File: src/logic/eeprom_frontend_pkg.sv
// Constants shared by the serial memory pin front end.
`default_nettype none
package eeprom_frontend_pkg;
  localparam int CLK_PERIOD_NS = 5;
  localparam int DESELECT_MIN_TIME_NS = 1000;
  localparam int DESELECT_CYCLES = (DESELECT_MIN_TIME_NS + CLK_PERIOD_NS - 1) / CLK_PERIOD_NS;
  localparam int SERIAL_CLOCK_MAX_RATE_KHZ = 250;
  localparam int ADDR_W = 8;
  localparam int DATA_W = 16;
  localparam int OPCODE_W = 2;
  localparam int HEADER_BITS = OPCODE_W + ADDR_W;
  localparam logic [1:0] OP_MISC = 2'h0;
  localparam logic [1:0] OP_WRITE = 2'h1;
  localparam logic [1:0] OP_READ = 2'h2;
  localparam logic [1:0] OP_ERASE = 2'h3;
  localparam logic [1:0] SUB_WDS = 2'h0;
  localparam logic [1:0] SUB_WRITE_EVERY_WORD = 2'h1;
  localparam logic [1:0] SUB_ERAL = 2'h2;
  localparam logic [1:0] SUB_WEN = 2'h3;
  localparam logic [7:0] ADDR_RESET = 8'h00;
  localparam logic [15:0] DATA_RESET = 16'h0000;
endpackage : eeprom_frontend_pkg
`default_nettype wire

File: src/logic/pin_sync_edge.sv
// Two-flop synchroniser with edge detection for one pin.
`default_nettype none
module pin_sync_edge (
  input wire logic mclk,
  input wire logic rstSync_n,
  input wire logic pin,
  output logic level,
  output logic rise,
  output logic fall
);
  logic meta;
  logic stage;
  logic prev;

  always_ff @(posedge mclk or negedge rstSync_n) begin
    if (!rstSync_n) begin
      meta <= 1'b0;
      stage <= 1'b0;
      prev <= 1'b0;
    end else begin
      meta <= pin;
      stage <= meta;
      prev <= stage;
    end
  end

  assign level = stage;
  assign rise = stage & ~prev;
  assign fall = ~stage & prev;
endmodule : pin_sync_edge
`default_nettype wire

File: src/logic/serial_eeprom_pin_frontend.sv
// Pin front end of a 256 x 16 serial memory: select gating, shift-in, read-out and program launch.
// Overview of operation
// - Select high means selected.
// - Transfers happen only while selected.
// - Select rising edge restarts the serial sequencer.
// - Select falling edge after write launches programming.
// - Clock and data ignored while deselected.
// - Input bit sampled on serial clock rise.
// - Output bit changes on serial clock rise.
// - Output driven only while selected.
// - Long deselect resets sequencer, header, data, output bit and armed flag; write enable and status mode are kept.
// - Start, opcode, address, optional sixteen data bits.
// - Read sends dummy zero then sixteen bits.
// - Reselect after launch reports busy or ready.
`default_nettype none
module serial_eeprom_pin_frontend
  import eeprom_frontend_pkg::*;
#(
  parameter int DESELECT_COUNT = DESELECT_CYCLES
) (
  input wire logic mclk,
  input wire logic rst_n,
  input wire logic chipSelect,
  input wire logic serial_clock_in,
  input wire logic serial_in,
  output logic serialOut,
  output logic serialOutEn_n,
  output logic [eeprom_frontend_pkg::ADDR_W-1:0] memAddr,
  output logic memReadReq,
  input wire logic [eeprom_frontend_pkg::DATA_W-1:0] memReadData,
  output logic progStart,
  output logic [eeprom_frontend_pkg::OPCODE_W-1:0] progOpcode,
  output logic [eeprom_frontend_pkg::OPCODE_W-1:0] progSub,
  output logic [eeprom_frontend_pkg::ADDR_W-1:0] progAddr,
  output logic [eeprom_frontend_pkg::DATA_W-1:0] progData,
  output logic writeEnabled,
  input wire logic progBusy,
  output logic deviceReset
);
  import eeprom_frontend_pkg::*;

  typedef enum {ST_IDLE, ST_HEADER, ST_DATA, ST_READOUT, ST_DONE} state_e;

  logic rstMeta_n;
  logic rstSync_n;
  always_ff @(posedge mclk or negedge rst_n) begin
    if (!rst_n) begin
      rstMeta_n <= 1'b0;
      rstSync_n <= 1'b0;
    end else begin
      rstMeta_n <= 1'b1;
      rstSync_n <= rstMeta_n;
    end
  end

  logic selected;
  logic selRise;
  logic selFall;
  logic sckRise;
  logic dinLevel;

  pin_sync_edge u_sel_sync (
    .mclk(mclk), .rstSync_n(rstSync_n), .pin(chipSelect),
    .level(selected), .rise(selRise), .fall(selFall)
  );
  pin_sync_edge u_sck_sync (
    .mclk(mclk), .rstSync_n(rstSync_n), .pin(serial_clock_in),
    .level(), .rise(sckRise), .fall()
  );
  pin_sync_edge u_din_sync (
    .mclk(mclk), .rstSync_n(rstSync_n), .pin(serial_in),
    .level(dinLevel), .rise(), .fall()
  );

  // Serial clock edges count only while selected.
  logic bitStrobe;
  assign bitStrobe = sckRise & selected;

  state_e state;
  state_e next_state;
  logic [4:0] bitCount;
  logic [4:0] next_bitCount;
  logic [HEADER_BITS-1:0] header;
  logic [HEADER_BITS-1:0] next_header;
  logic [DATA_W-1:0] shiftData;
  logic [DATA_W-1:0] next_shiftData;
  logic outBit;
  logic next_outBit;
  logic armed;
  logic next_armed;
  logic wen;
  logic next_wen;
  logic statusMode;
  logic next_statusMode;
  logic [15:0] lowCount;
  logic [15:0] next_lowCount;
  logic launch;
  logic [OPCODE_W-1:0] op;
  logic [OPCODE_W-1:0] sub;

  assign op = header[HEADER_BITS-1 -: OPCODE_W];
  assign sub = header[ADDR_W-1 -: OPCODE_W];
  assign launch = selFall & armed;
  assign deviceReset = !selected && (lowCount >= 16'(DESELECT_COUNT));

  always_comb begin
    next_state = state;
    next_bitCount = bitCount;
    next_header = header;
    next_shiftData = shiftData;
    next_outBit = outBit;
    next_armed = armed;
    next_wen = wen;
    next_statusMode = statusMode;
    next_lowCount = selected ? 16'h0000 : ((lowCount == 16'hffff) ? lowCount : lowCount + 16'h0001);
    if (selRise) begin
      next_state = ST_IDLE;
      next_bitCount = 5'h00;
      next_outBit = 1'b1;
    end else if (launch) begin
      next_armed = 1'b0;
      next_statusMode = 1'b1;
      next_state = ST_IDLE;
    end else if (selFall && state == ST_DONE && op == OP_MISC) begin
      if (sub == SUB_WEN) next_wen = 1'b1;
      if (sub == SUB_WDS) next_wen = 1'b0;
    end else if (bitStrobe) begin
      next_statusMode = 1'b0;
      unique case (state)
        ST_IDLE: begin
          if (dinLevel) begin
            next_state = ST_HEADER;
            next_bitCount = 5'h00;
          end
        end
        ST_HEADER: begin
          next_header = {header[HEADER_BITS-2:0], dinLevel};
          next_bitCount = bitCount + 5'h01;
          if (bitCount == 5'(HEADER_BITS - 1)) begin
            next_bitCount = 5'h00;
            if (header[HEADER_BITS-2 -: OPCODE_W] == OP_READ) begin
              next_state = ST_READOUT;
              next_outBit = 1'b0;
            end else if (header[HEADER_BITS-2 -: OPCODE_W] == OP_WRITE ||
                         (header[HEADER_BITS-2 -: OPCODE_W] == OP_MISC &&
                          header[ADDR_W-2 -: 2] == SUB_WRITE_EVERY_WORD)) begin
              next_state = ST_DATA;
            end else begin
              next_state = ST_DONE;
              next_armed = (header[HEADER_BITS-2 -: OPCODE_W] == OP_ERASE ||
                            (header[HEADER_BITS-2 -: OPCODE_W] == OP_MISC &&
                             header[ADDR_W-2 -: 2] == SUB_ERAL)) && wen;
            end
          end
        end
        ST_DATA: begin
          next_shiftData = {shiftData[DATA_W-2:0], dinLevel};
          next_bitCount = bitCount + 5'h01;
          if (bitCount == 5'(DATA_W - 1)) begin
            next_state = ST_DONE;
            next_armed = wen;
          end
        end
        ST_READOUT: begin
          // Each clock rise launches the next output bit.
          next_bitCount = bitCount + 5'h01;
          next_outBit = (bitCount == 5'h00) ? memReadData[DATA_W-1] : shiftData[DATA_W-1];
          next_shiftData = (bitCount == 5'h00) ? {memReadData[DATA_W-2:0], 1'b0} : {shiftData[DATA_W-2:0], 1'b0};
          if (bitCount == 5'(DATA_W)) begin
            next_state = ST_DONE;
            next_outBit = 1'b0;
          end
        end
        ST_DONE: begin
          next_armed = 1'b0;
        end
      endcase
    end
    if (deviceReset) begin
      next_state = ST_IDLE;
      next_bitCount = 5'h00;
      next_header = '0;
      next_shiftData = DATA_RESET;
      next_armed = 1'b0;
      next_outBit = 1'b1;
    end
  end

  always_ff @(posedge mclk or negedge rstSync_n) begin
    if (!rstSync_n) begin
      state <= ST_IDLE;
      bitCount <= 5'h00;
      header <= '0;
      shiftData <= DATA_RESET;
      outBit <= 1'b1;
      armed <= 1'b0;
      wen <= 1'b0;
      statusMode <= 1'b0;
      lowCount <= 16'h0000;
    end else begin
      state <= next_state;
      bitCount <= next_bitCount;
      header <= next_header;
      shiftData <= next_shiftData;
      outBit <= next_outBit;
      armed <= next_armed;
      wen <= next_wen;
      statusMode <= next_statusMode;
      lowCount <= next_lowCount;
    end
  end

  logic progReg;
  always_ff @(posedge mclk or negedge rstSync_n) begin
    if (!rstSync_n) begin
      progReg <= 1'b0;
      progOpcode <= OP_MISC;
      progSub <= SUB_WDS;
      progAddr <= ADDR_RESET;
      progData <= DATA_RESET;
      serialOut <= 1'b0;
      serialOutEn_n <= 1'b1;
    end else begin
      progReg <= launch;
      if (launch) begin
        progOpcode <= op;
        progSub <= sub;
        progAddr <= header[ADDR_W-1:0];
        progData <= shiftData;
      end
      serialOut <= statusMode ? ~progBusy : outBit;
      serialOutEn_n <= ~selected;
    end
  end

  assign progStart = progReg;
  assign memAddr = header[ADDR_W-1:0];
  assign memReadReq = (state == ST_READOUT) && (bitCount == 5'h00);
  assign writeEnabled = wen;
endmodule : serial_eeprom_pin_frontend
`default_nettype wire

File: config.mk
export PLATFORM = sky130hd
export DESIGN_NAME = serial_eeprom_pin_frontend
export DESIGN_NICKNAME = d
export VERILOG_FILES = /design/src/logic/eeprom_frontend_pkg.sv /design/src/logic/pin_sync_edge.sv /design/src/logic/serial_eeprom_pin_frontend.sv
export SDC_FILE = /design/constraint.sdc
export NUM_CORES = 1
export LEC_CHECK = 0
export BUFFER_PORTS_ARGS = -buffer_cell sky130_fd_sc_hd__buf_4
export CORE_AREA = 2 2 121 94
export DETAILED_ROUTE_END_ITERATION = 10
export DIE_AREA = 0 0 123 96
export HOLD_SLACK_MARGIN = 0.15
export SETUP_SLACK_MARGIN = 0.5
export SLEW_MARGIN = 5
export SYNTH_ARGS = -nofsm -noshare
export SYNTH_HDL_FRONTEND = slang
export SYNTH_SLANG_ARGS = --single-unit
File: constraint.sdc
create_clock -name mclk -period 2.6 [get_ports mclk]
set_clock_uncertainty 0.05 [all_clocks]
set_input_delay 0.39 -clock mclk [delete_from_list [all_inputs] [get_ports mclk]]
set_output_delay 0.39 -clock mclk [all_outputs]
set_load 0.1 [all_outputs]
Word-level counts from Yosys, hierarchy flattened
Cells that the tools add are included.
{"block": "op_classes", "n_addsub": 2, "n_mul": 0, "div_mod_pow": 0, "magnitude_cmp": 1, "n_eq_ne": 36, "n_shift": 0, "mux": 61, "n_bitwise": 11, "reduce_logical": 36}
{"operator": "32-bit 2-to-1 mux", "count": 9}
{"operator": "16-bit 2-to-1 mux", "count": 8}
{"operator": "32-bit case mux with 4 select lines", "count": 1}
{"operator": "32-bit by 2-bit equality test with 1-bit output (second input constant)", "count": 2}
{"operator": "32-bit by 3-bit equality test with 1-bit output (second input constant)", "count": 2}
{"operator": "10-bit 2-to-1 mux", "count": 6}
{"operator": "5-bit 2-to-1 mux", "count": 7}
{"operator": "32-bit by 1-bit equality test with 1-bit output (second input constant)", "count": 1}
{"operator": "32-bit by 4-bit equality test with 1-bit output (second input constant)", "count": 1}
{"operator": "32-bit zero test", "count": 1}
{"operator": "16-bit case mux with 2 select lines", "count": 1}
{"operator": "4-bit inequality test (second input constant)", "count": 7}
{"operator": "1-bit 2-to-1 mux", "count": 24}
{"operator": "16-bit by 1-bit adder with 16-bit output (second input constant)", "count": 1}
{"operator": "16-bit equality test (second input constant)", "count": 1}
{"operator": "16-bit by 8-bit >= comparator with 1-bit output (second input constant)", "count": 1}
{"operator": "5-bit inequality test (second input constant)", "count": 3}
{"operator": "5-bit case mux with 3 select lines", "count": 1}
{"operator": "5-bit AND reduction", "count": 3}
{"operator": "5-bit by 4-bit equality test with 1-bit output (second input constant)", "count": 2}
{"operator": "5-bit nonzero test", "count": 2}
{"operator": "3-bit inequality test (second input constant)", "count": 3}
{"operator": "3-bit nonzero test", "count": 3}
{"operator": "2-bit equality test (second input constant)", "count": 4}
{"operator": "26 further kinds", "count": 53}
{"block": "word_totals", "regBits": 124, "latch_bits": 0, "ramBits": 0, "rom_bits": 0, "in_bits": 22, "out_inout_bits": 42, "word_cells": 173, "mem_count": 0}

Depth between registers and ports, before layout
Gate-level depths: netlist of the first run.
{"block": "logic_depth", "word_depth": 13, "ltp_mapped": 8, "depth_no_buf": 8}

Cells and area by module
A second synthesis of the first run with hierarchy kept.
{"block": "unflattened", "cells_unflattened": 414, "area_unflattened_um2": 4406.7}
{"mod": "serial_eeprom_pin_frontend", "n_inst": 1, "cells_each": 399, "area_each_um2": 4136.5, "seq_area_each_um2": 2129.5}
{"mod": "pin_sync_edge", "n_inst": 3, "cells_each": 5, "area_each_um2": 90.1, "seq_area_each_um2": 75.1}

Least setup slack after synthesis of the first run
OpenSTA, ideal clock, no wires.
{"block": "synth_timing", "path_kind": "flip-flop to output port", "startpoint": "register bitCount[0]", "endpoint": "output port memReadReq", "t_arrival_ns": 2.224, "required_time_ns": 2.160, "path_slack_ns": -0.064, "stages_incl_launch_ff": 8, "n_path_buf": 2, "path_cell_list": "dfrtp_1 -> inv_1 -> ha_1 -> or3b_4 -> or3_1 -> buf_6 -> buf_12 -> inv_1"}
{"block": "synth_between", "elab_chain_cells": 2}
{"element": "from (decl)", "line": "serial_eeprom_pin_frontend.sv:81", "text": "logic [4:0] bitCount;"}
{"element": "from (signal assigned)", "line": "serial_eeprom_pin_frontend.sv:202", "text": "bitCount <= next_bitCount;"}
{"element": "5-bit zero test", "line": "serial_eeprom_pin_frontend.sv:238", "text": "assign memReadReq = (state == ST_READOUT) && (bitCount == 5'h00);"}
{"element": "1-bit logical AND", "line": "serial_eeprom_pin_frontend.sv:238"}
{"element": "to (decl)", "line": "serial_eeprom_pin_frontend.sv:29", "text": "output logic memReadReq,"}
No other way between the ends.

Final worst setup path of the first run
Ends and elaborated chain as after synthesis.

==> metrics.csv, run 1 <==
stage;metric;value;unit
placement;GPL Wtd Cong;0.787;
pwr;Pwr Density;840;nW/um^2
floorplan;Ports;64;
synth;Synth Flop Type;dfrtp_1;
route;Routed Antenna Nets;0;
synth;synthesized net count;438;
synth;main combinational cell family by area after synthesis;simple AND/OR/NAND/NOR gates;
layout;commonest non-fill, non-tap cell in the layout;dfrtp_1;
sta;Final min period;2.38;ns
sta;final setup fails;0;
clocking;clk root buf;clkbuf_16;
outcome;status;finished clean;
worst_setup_path;crit path max fanout;4;
placement;Inst Count DP;591;
grt;GRT Resource Usage Total;0.166;
clocking;htree depth;3;
worst_setup_path;CP Cell Sequence;inv_2 -> ha_1 -> or3b_4 -> or3_4 -> clkinvlp_4 -> buf_12;
synth;EDFF count, synth;0;
sta;Final Max Slew Viols;0;
floorplan;DIE HEIGHT;96;um
worst_setup_path;CP max stage delay;0.39;ns
synth;Synth Area in Compound Gates;0.112;
sta;setup_tns;0;ns
floorplan;Die W;123;um
worst_setup_path;Worst path slowest cell;dfrtp_1;
placement;# port buffers;63;
route;via count;3194;
worst_setup_path;CP Capture Type;primary output;
clocking;CTS tree;yes;
grt;global-route wire length before repair;15200;um
route;vias per std cell;5.19;
placement;dpl hpwl;6300;um
layout;most frequent cells in the layout;dfrtp_1, buf_4, nand2_1, nor2_1, mux2_2;
clocking;CTS Buf Count;9;
clocking;clock-pin transition on the worst setup and hold timing paths;0.06;ns
worst_setup_path;critical path launch point type;register;
clocking;Clock Tree Buf Depth;2;
route;drt first pass iters;4;
worst_setup_path;crit path DAT;1.94;ns
worst_hold_path;HP Class;input port to register;
pwr;P_leak;2.55;nW
grt;remaining global-route overflow;0;
layout;Area growth syn-to-layout;24.2;%
route;drt drc;0;
synth;Post-Synth Simple-Gate Area;0.150;
synth;FFs w/ async S/R, synth;1.00;
synth;Synth Area per Inst;10.7;sq um
grt;vias in the first global route;3018;
sta;Peak Freq;421;MHz
worst_setup_path;kind of critical path;register to primary output;
sta;Tcrit/Tclk final;0.915;
floorplan;initial core utilization;0.411;
floorplan;total core area;10700;sq um
route;WL final;9140;um
synth;register bit total from synthesis;93;
grt;pin count of the biggest net entering global routing;44;
sta;RSZ-0062 raised after global routing;true;
layout;fraction of layout cells with a size suffix above 1;0.292;
route;WL/cell;14.8;um
synth;warnings from Yosys;0;
floorplan;FP Rows;33;
pwr;IR Drop Worst-Case VDD;0.679;mV
synth;Post-Synth Adder-Cell Area;0.0200;
synth;mux cell area share after synthesis;0.103;
layout;antenna diode instance count;0;
synth;register area share after synthesis;0.532;
synth;Post-Synth XOR/XNOR Area;0.0260;
clocking;clk_lat worst skew;0.34;ns
grt;initial antenna violation count;0;
clocking;CTS Sinks;93;
synth;synthesized instance count;409;
layout;fill count;959;
floorplan;Die Area;11800;sq um
synth;Synth Cell Area;4380;sq um
sta;Slew headroom;0.616;
route;initial detailed-routing violation count;176;
job;Max Cap Viol;0;
worst_setup_path;required time of the critical path;2.16;ns
synth;Yosys cell types;59;
layout;nets@finish;501;
sta;Slew @ Worst Pin;0.577;ns
layout;non-filler cells, final;616;
sta;Final Hold Fails;0;
-- sequential cells by signal, indices dropped and copies added, names as in the netlist, 2 cells and up --
name and count:
bitCount 5, header 10, lowCount 16, progAddr 6
progData 16, progOpcode 2, progSub 2, shiftData 16
state 3
-- worst max-delay path, delay by kind of cell (launching register included) --
kind,cells,cell delay (ns)
simple gates,2,0.75
flops,1,0.39
buf+inv,3,0.34
fa+ha+maj,1,0.12
-- repair_timing --
action,4_1_cts,5_1_grt
hold endpoints to repair,5,0
hold buffers,4,0
setup buffers,4,2
endpoints found under the setup margin,3,20
pin swaps,3,5
resized for setup,9,12
-- synthesized netlist by cell type, drive strengths merged (3+ instances only) --
cell type	count	area [sq um]
nor2	33	124
buf	20	151
and2	4	25.0
and3	8	51.3
nor3b	3	22.5
a21oi	13	65.1
dfrtp	91	2280
nor3	4	20.0
nand3	21	105
xnor2	5	43.8
nor2b	3	18.8
nand2b	4	25.0
clkbuf	10	37.5
o211ai	4	30.0
mux2	24	270
ha	7	87.6
o21ai	31	155
xor2	8	70.1
inv	14	52.6
mux2i	18	180
o2111ai	5	43.8
nand3b	3	22.5
a211oi	3	22.5
nand2	35	131
-- final timing paths --
path,startpoint,to,slack (ns),depth (start not counted)
max,bitCount[0],memReadReq,0.22,6
min,progBusy,serialOut,0.19,2
max reg2reg,bitCount[0],armed,0.51,10
min reg2reg,rstSync_n,u_sel_sync.meta,0.28,0
max in group asynchronous,rstSync_n,outBit,1.57,1
min in group asynchronous,rstSync_n,u_sel_sync.meta,0.28,0
-- logic make-up after synthesis --
logic type               Yosys count
AND/OR/NAND/NOR                  132
flip-flops                        93
AO/OA/AOI/OAI                     77
buffers and inverters             44
multiplexers                      42
XOR/XNOR                          13
adder cells (fa/ha/maj)            7
other                              1
-- layer usage --
metal	track usage	part of all wire	vias up
li1	-	-	1551
met1	0.241	0.50	1549
met2	0.242	0.44	85
met3	0.0456	0.051	9
met4	0.0502	0.011	0
met5	0	0	-
-- power by group --
group | internal, mW | switching (mW) | leakage [nW] | total (mW)
Combinational | 0.328 | 1.10 | 1.23 | 1.43
Clock | 0.866 | 0.544 | 0.155 | 1.41
Sequential | 1.61 | 0.117 | 1.17 | 1.73
Total | 2.80 | 1.76 | 2.55 | 4.57
-- cell type report --
class | count | area (sq um) | area share
tap | 140 | 175 | 0.0322
clock buffer | 10 | 239 | 0.0440
timing repair buffer | 82 | 676 | 0.124
inverter | 14 | 56.3 | 0.0104
clock inverter | 5 | 85.1 | 0.0157
multi-input combinational | 272 | 1870 | 0.344
sequential | 93 | 2340 | 0.430
-- metrics by stage --
stage / area (sq um) / worst slack (ns) / hold WS (ns) / util / total power, mW
4_1_cts: 5370 / 0.204 / 0.177 / 0.504 / 4.62
3_3_place_gp: 4930 / 0.408 / 0.123 / 0.463 / 3.18
2_1_floorplan: 4380 / 0.256 / 0.0444 / - / 2.87
3_5_place_dp: 4930 / 0.398 / 0.125 / 0.463 / 3.19
5_1_grt: 5440 / 0.145 / 0.189 / 0.510 / 4.75
6_report: 5440 / 0.222 / 0.190 / 0.510 / 4.57
(Power assumes the default switching activity.)
==> run 2, diff against run 1 <==
--- a/config.mk
+++ b/config.mk
@@ -6,12 +6,16 @@
 export NUM_CORES = 1
 export LEC_CHECK = 0
 export BUFFER_PORTS_ARGS = -buffer_cell sky130_fd_sc_hd__buf_4
-export CORE_AREA = 2 2 121 94
+export CELL_PAD_IN_SITES_DETAIL_PLACEMENT = 1
+export CELL_PAD_IN_SITES_GLOBAL_PLACEMENT = 1
+export CORE_AREA = 2 2 124 96
 export DETAILED_ROUTE_END_ITERATION = 10
-export DIE_AREA = 0 0 123 96
+export DIE_AREA = 0 0 126 98
 export HOLD_SLACK_MARGIN = 0.15
+export PLACE_DENSITY_LB_ADDON = 0.1
 export SETUP_SLACK_MARGIN = 0.5
 export SLEW_MARGIN = 5
 export SYNTH_ARGS = -nofsm -noshare
 export SYNTH_HDL_FRONTEND = slang
 export SYNTH_SLANG_ARGS = --single-unit
+export TNS_END_PERCENT = 10
==> constraint.sdc (replaced) <==
create_clock -name mclk -period 2.01 [get_ports mclk]
set_clock_uncertainty 0.05 [all_clocks]
set_input_delay 0.3015 -clock mclk [delete_from_list [all_inputs] [get_ports mclk]]
set_output_delay 0.3015 -clock mclk [all_outputs]
set_load 0.1 [all_outputs]
==> run 2 against run 1 <==
Effect of this change: the flow now finishes with violations (negative setup slack); non-clock buffer count increased by 27; cell area up 14%; via count grew 7.2%; setup slack got worse by 0.47 ns; sequential share of layout area decreased by 5.0 points; core utilization rose by 4.1 points; largest cell class unchanged; highest routed layer unchanged.
==> metrics.csv, run 2 (same netlist as run 1, synthesis figures left out) <==
stage;metric;value;unit
outcome;status;complete, but fails checks;
outcome;failing checks;negative setup slack;
route;initial detailed-routing violation count;124;
worst_setup_path;CP Capture Type;primary output;
job;Max Cap Viol;0;
worst_setup_path;r2r startpoint;bitCount[0];
floorplan;Ports;64;
grt;initial antenna violation count;0;
pwr;Pwr Density;934;nW/um^2
layout;fill count;1154;
layout;Seq. cell area;2350;sq um
clocking;Clock Tree Buf Depth;2;
floorplan;Die W;126;um
sta;Final Max Slew Viols;0;
layout;antenna diode instance count;0;
grt;pin count of the biggest net entering global routing;37;
sta;Slew @ Worst Pin;0.522;ns
placement;dpl hpwl;7520;um
route;WL/cell;17.2;um
placement;GPL Wtd Cong;0.761;
clocking;CTS Sinks;93;
sta;setup ws final;-0.253;ns
floorplan;DIE HEIGHT;98;um
sta;Final Hold Fails;0;
worst_setup_path;crit path max fanout;2;
worst_hold_path;HP Class;input port to register;
sta;Peak Freq;442;MHz
pwr;P_leak;2.80;nW
floorplan;total core area;11200;sq um
layout;final core occ;0.551;
worst_setup_path;CP max stage delay;0.39;ns
worst_setup_path;Worst path slowest cell;dfrtp_1;
route;via count;3425;
layout;Top Registers;lowCount (16), progData (16), shiftData (16);
grt;remaining global-route overflow;0;
clocking;clock-pin transition on the worst setup and hold timing paths;0.06;ns
layout;commonest non-fill, non-tap cell in the layout;buf_4;
layout;most frequent cells in the layout;buf_4, dfrtp_1, nor2_1, mux2_2, nand2_1;
worst_setup_path;Largest delay share family, worst path;simple AND/OR/NAND/NOR gates;
clocking;CTS tree;yes;
grt;GRT Resource Usage Total;0.188;
sta;final setup fails;18;
worst_hold_path;hold path startpoint;memReadData[2];
floorplan;FP Rows;34;
clocking;htree depth;3;
worst_setup_path;crit path DAT;1.91;ns
layout;non-filler cells, final;648;
worst_setup_path;kind of critical path;register to primary output;
layout;Area growth syn-to-layout;41.4;%
grt;vias in the first global route;3554;
worst_setup_path;WP buf/inv;3;
clocking;clk_lat worst skew;0.34;ns
sta;Slew headroom;0.652;
route;vias per std cell;5.29;
layout;multi-input logic area;2310;sq um
route;Routed Antenna Nets;0;
placement;# port buffers;63;
grt;global-route wire length before repair;18700;um
pwr;IR Drop Worst-Case VDD;0.739;mV
layout;fraction of layout cells with a size suffix above 1;0.488;
floorplan;Die Area;12300;sq um
route;WL final;11200;um
worst_setup_path;CP Cell Sequence;inv_2 -> ha_1 -> or3b_4 -> or3_4 -> clkinvlp_4 -> buf_12;
worst_setup_path;required time of the critical path;1.66;ns
sta;RSZ-0062 raised after global routing;true;
clocking;CTS Buf Count;9;
worst_setup_path;critical path launch point type;register;
worst_setup_path;crit path launch;bitCount[0];
sta;Final min period;2.26;ns
route;drt first pass iters;4;
layout;nets@finish;528;
clocking;clk root buf;clkbuf_16;
placement;Inst Count DP;616;
route;drt drc;0;
floorplan;initial core utilization;0.390;
sta;Tcrit/Tclk final;1.13;
## run 2: worst min-delay path, cell delays in order
cell and delay [ns]:
buf_4 0.08, mux2i_1 0.05, o21ai_1 0.10
## run 2: what timing repair did
item                                    in CTS  in global routing
gates resized for setup                    109                 62
endpoints found under the setup margin      70                 77
cloned                                       1                  0
pin swaps                                   71                 70
hold buffers                                 5                  0
setup buffers                                7                  3
endpoints found under the hold margin        6                  0
## run 2: through the flow
stage	hold WS (ns)	area, sq um	worst slack, ns	total power [mW]	setup TNS [ns]
detailed placement	0.0351	5110	-0.0564	4.16	-0.556
global route	0.194	6190	-0.316	5.99	-3.08
floorplan	-0.0441	4380	-0.245	3.71	-0.245
global placement	0.0339	5110	-0.0261	4.13	-0.0261
CTS	0.172	5910	-0.262	5.82	-2.45
finish	0.185	6190	-0.253	5.78	-1.62
## run 2: worst paths after layout
| path | end | slack (ns) | depth (start not counted) |
|---|---|---|---|
| worst max-delay path | memReadReq | -0.25 | 6 |
| worst min-delay path | shiftData[3] | 0.19 | 3 |
| worst max register to register | shiftData[11] | -0.12 | 9 |
| worst min register to register | u_sel_sync.meta | 0.26 | 0 |
| max in group asynchronous | header[6] | 1.08 | 1 |
| min in group asynchronous | rstSync_n | 0.23 | 2 |
## run 2: layout make-up
| class | instances | area share |
|---|---|---|
| Clock inverter | 3 | 0.00324 |
| Multi-Input combinational cell | 272 | 0.374 |
| Tap cell | 144 | 0.0291 |
| Clock buffer | 13 | 0.0421 |
| Timing Repair Buffer | 109 | 0.162 |
| Sequential cell | 93 | 0.380 |
| Inverter | 14 | 0.00991 |
## run 2: per-layer routing
metal  vias to the layer above  track usage  part of all wire
met3                         9       0.0427             0.033
li1                       1609            -                 -
met5                         -            0                 0
met4                         0       0.0431             0.010
met1                      1754        0.271              0.48
met2                        53        0.291              0.47
## run 2: where the power goes
group          switching [mW]  internal (mW)  total (mW)
registers               0.162           2.08        2.25
logic                    1.46          0.462        1.93
clock network           0.701          0.905        1.61
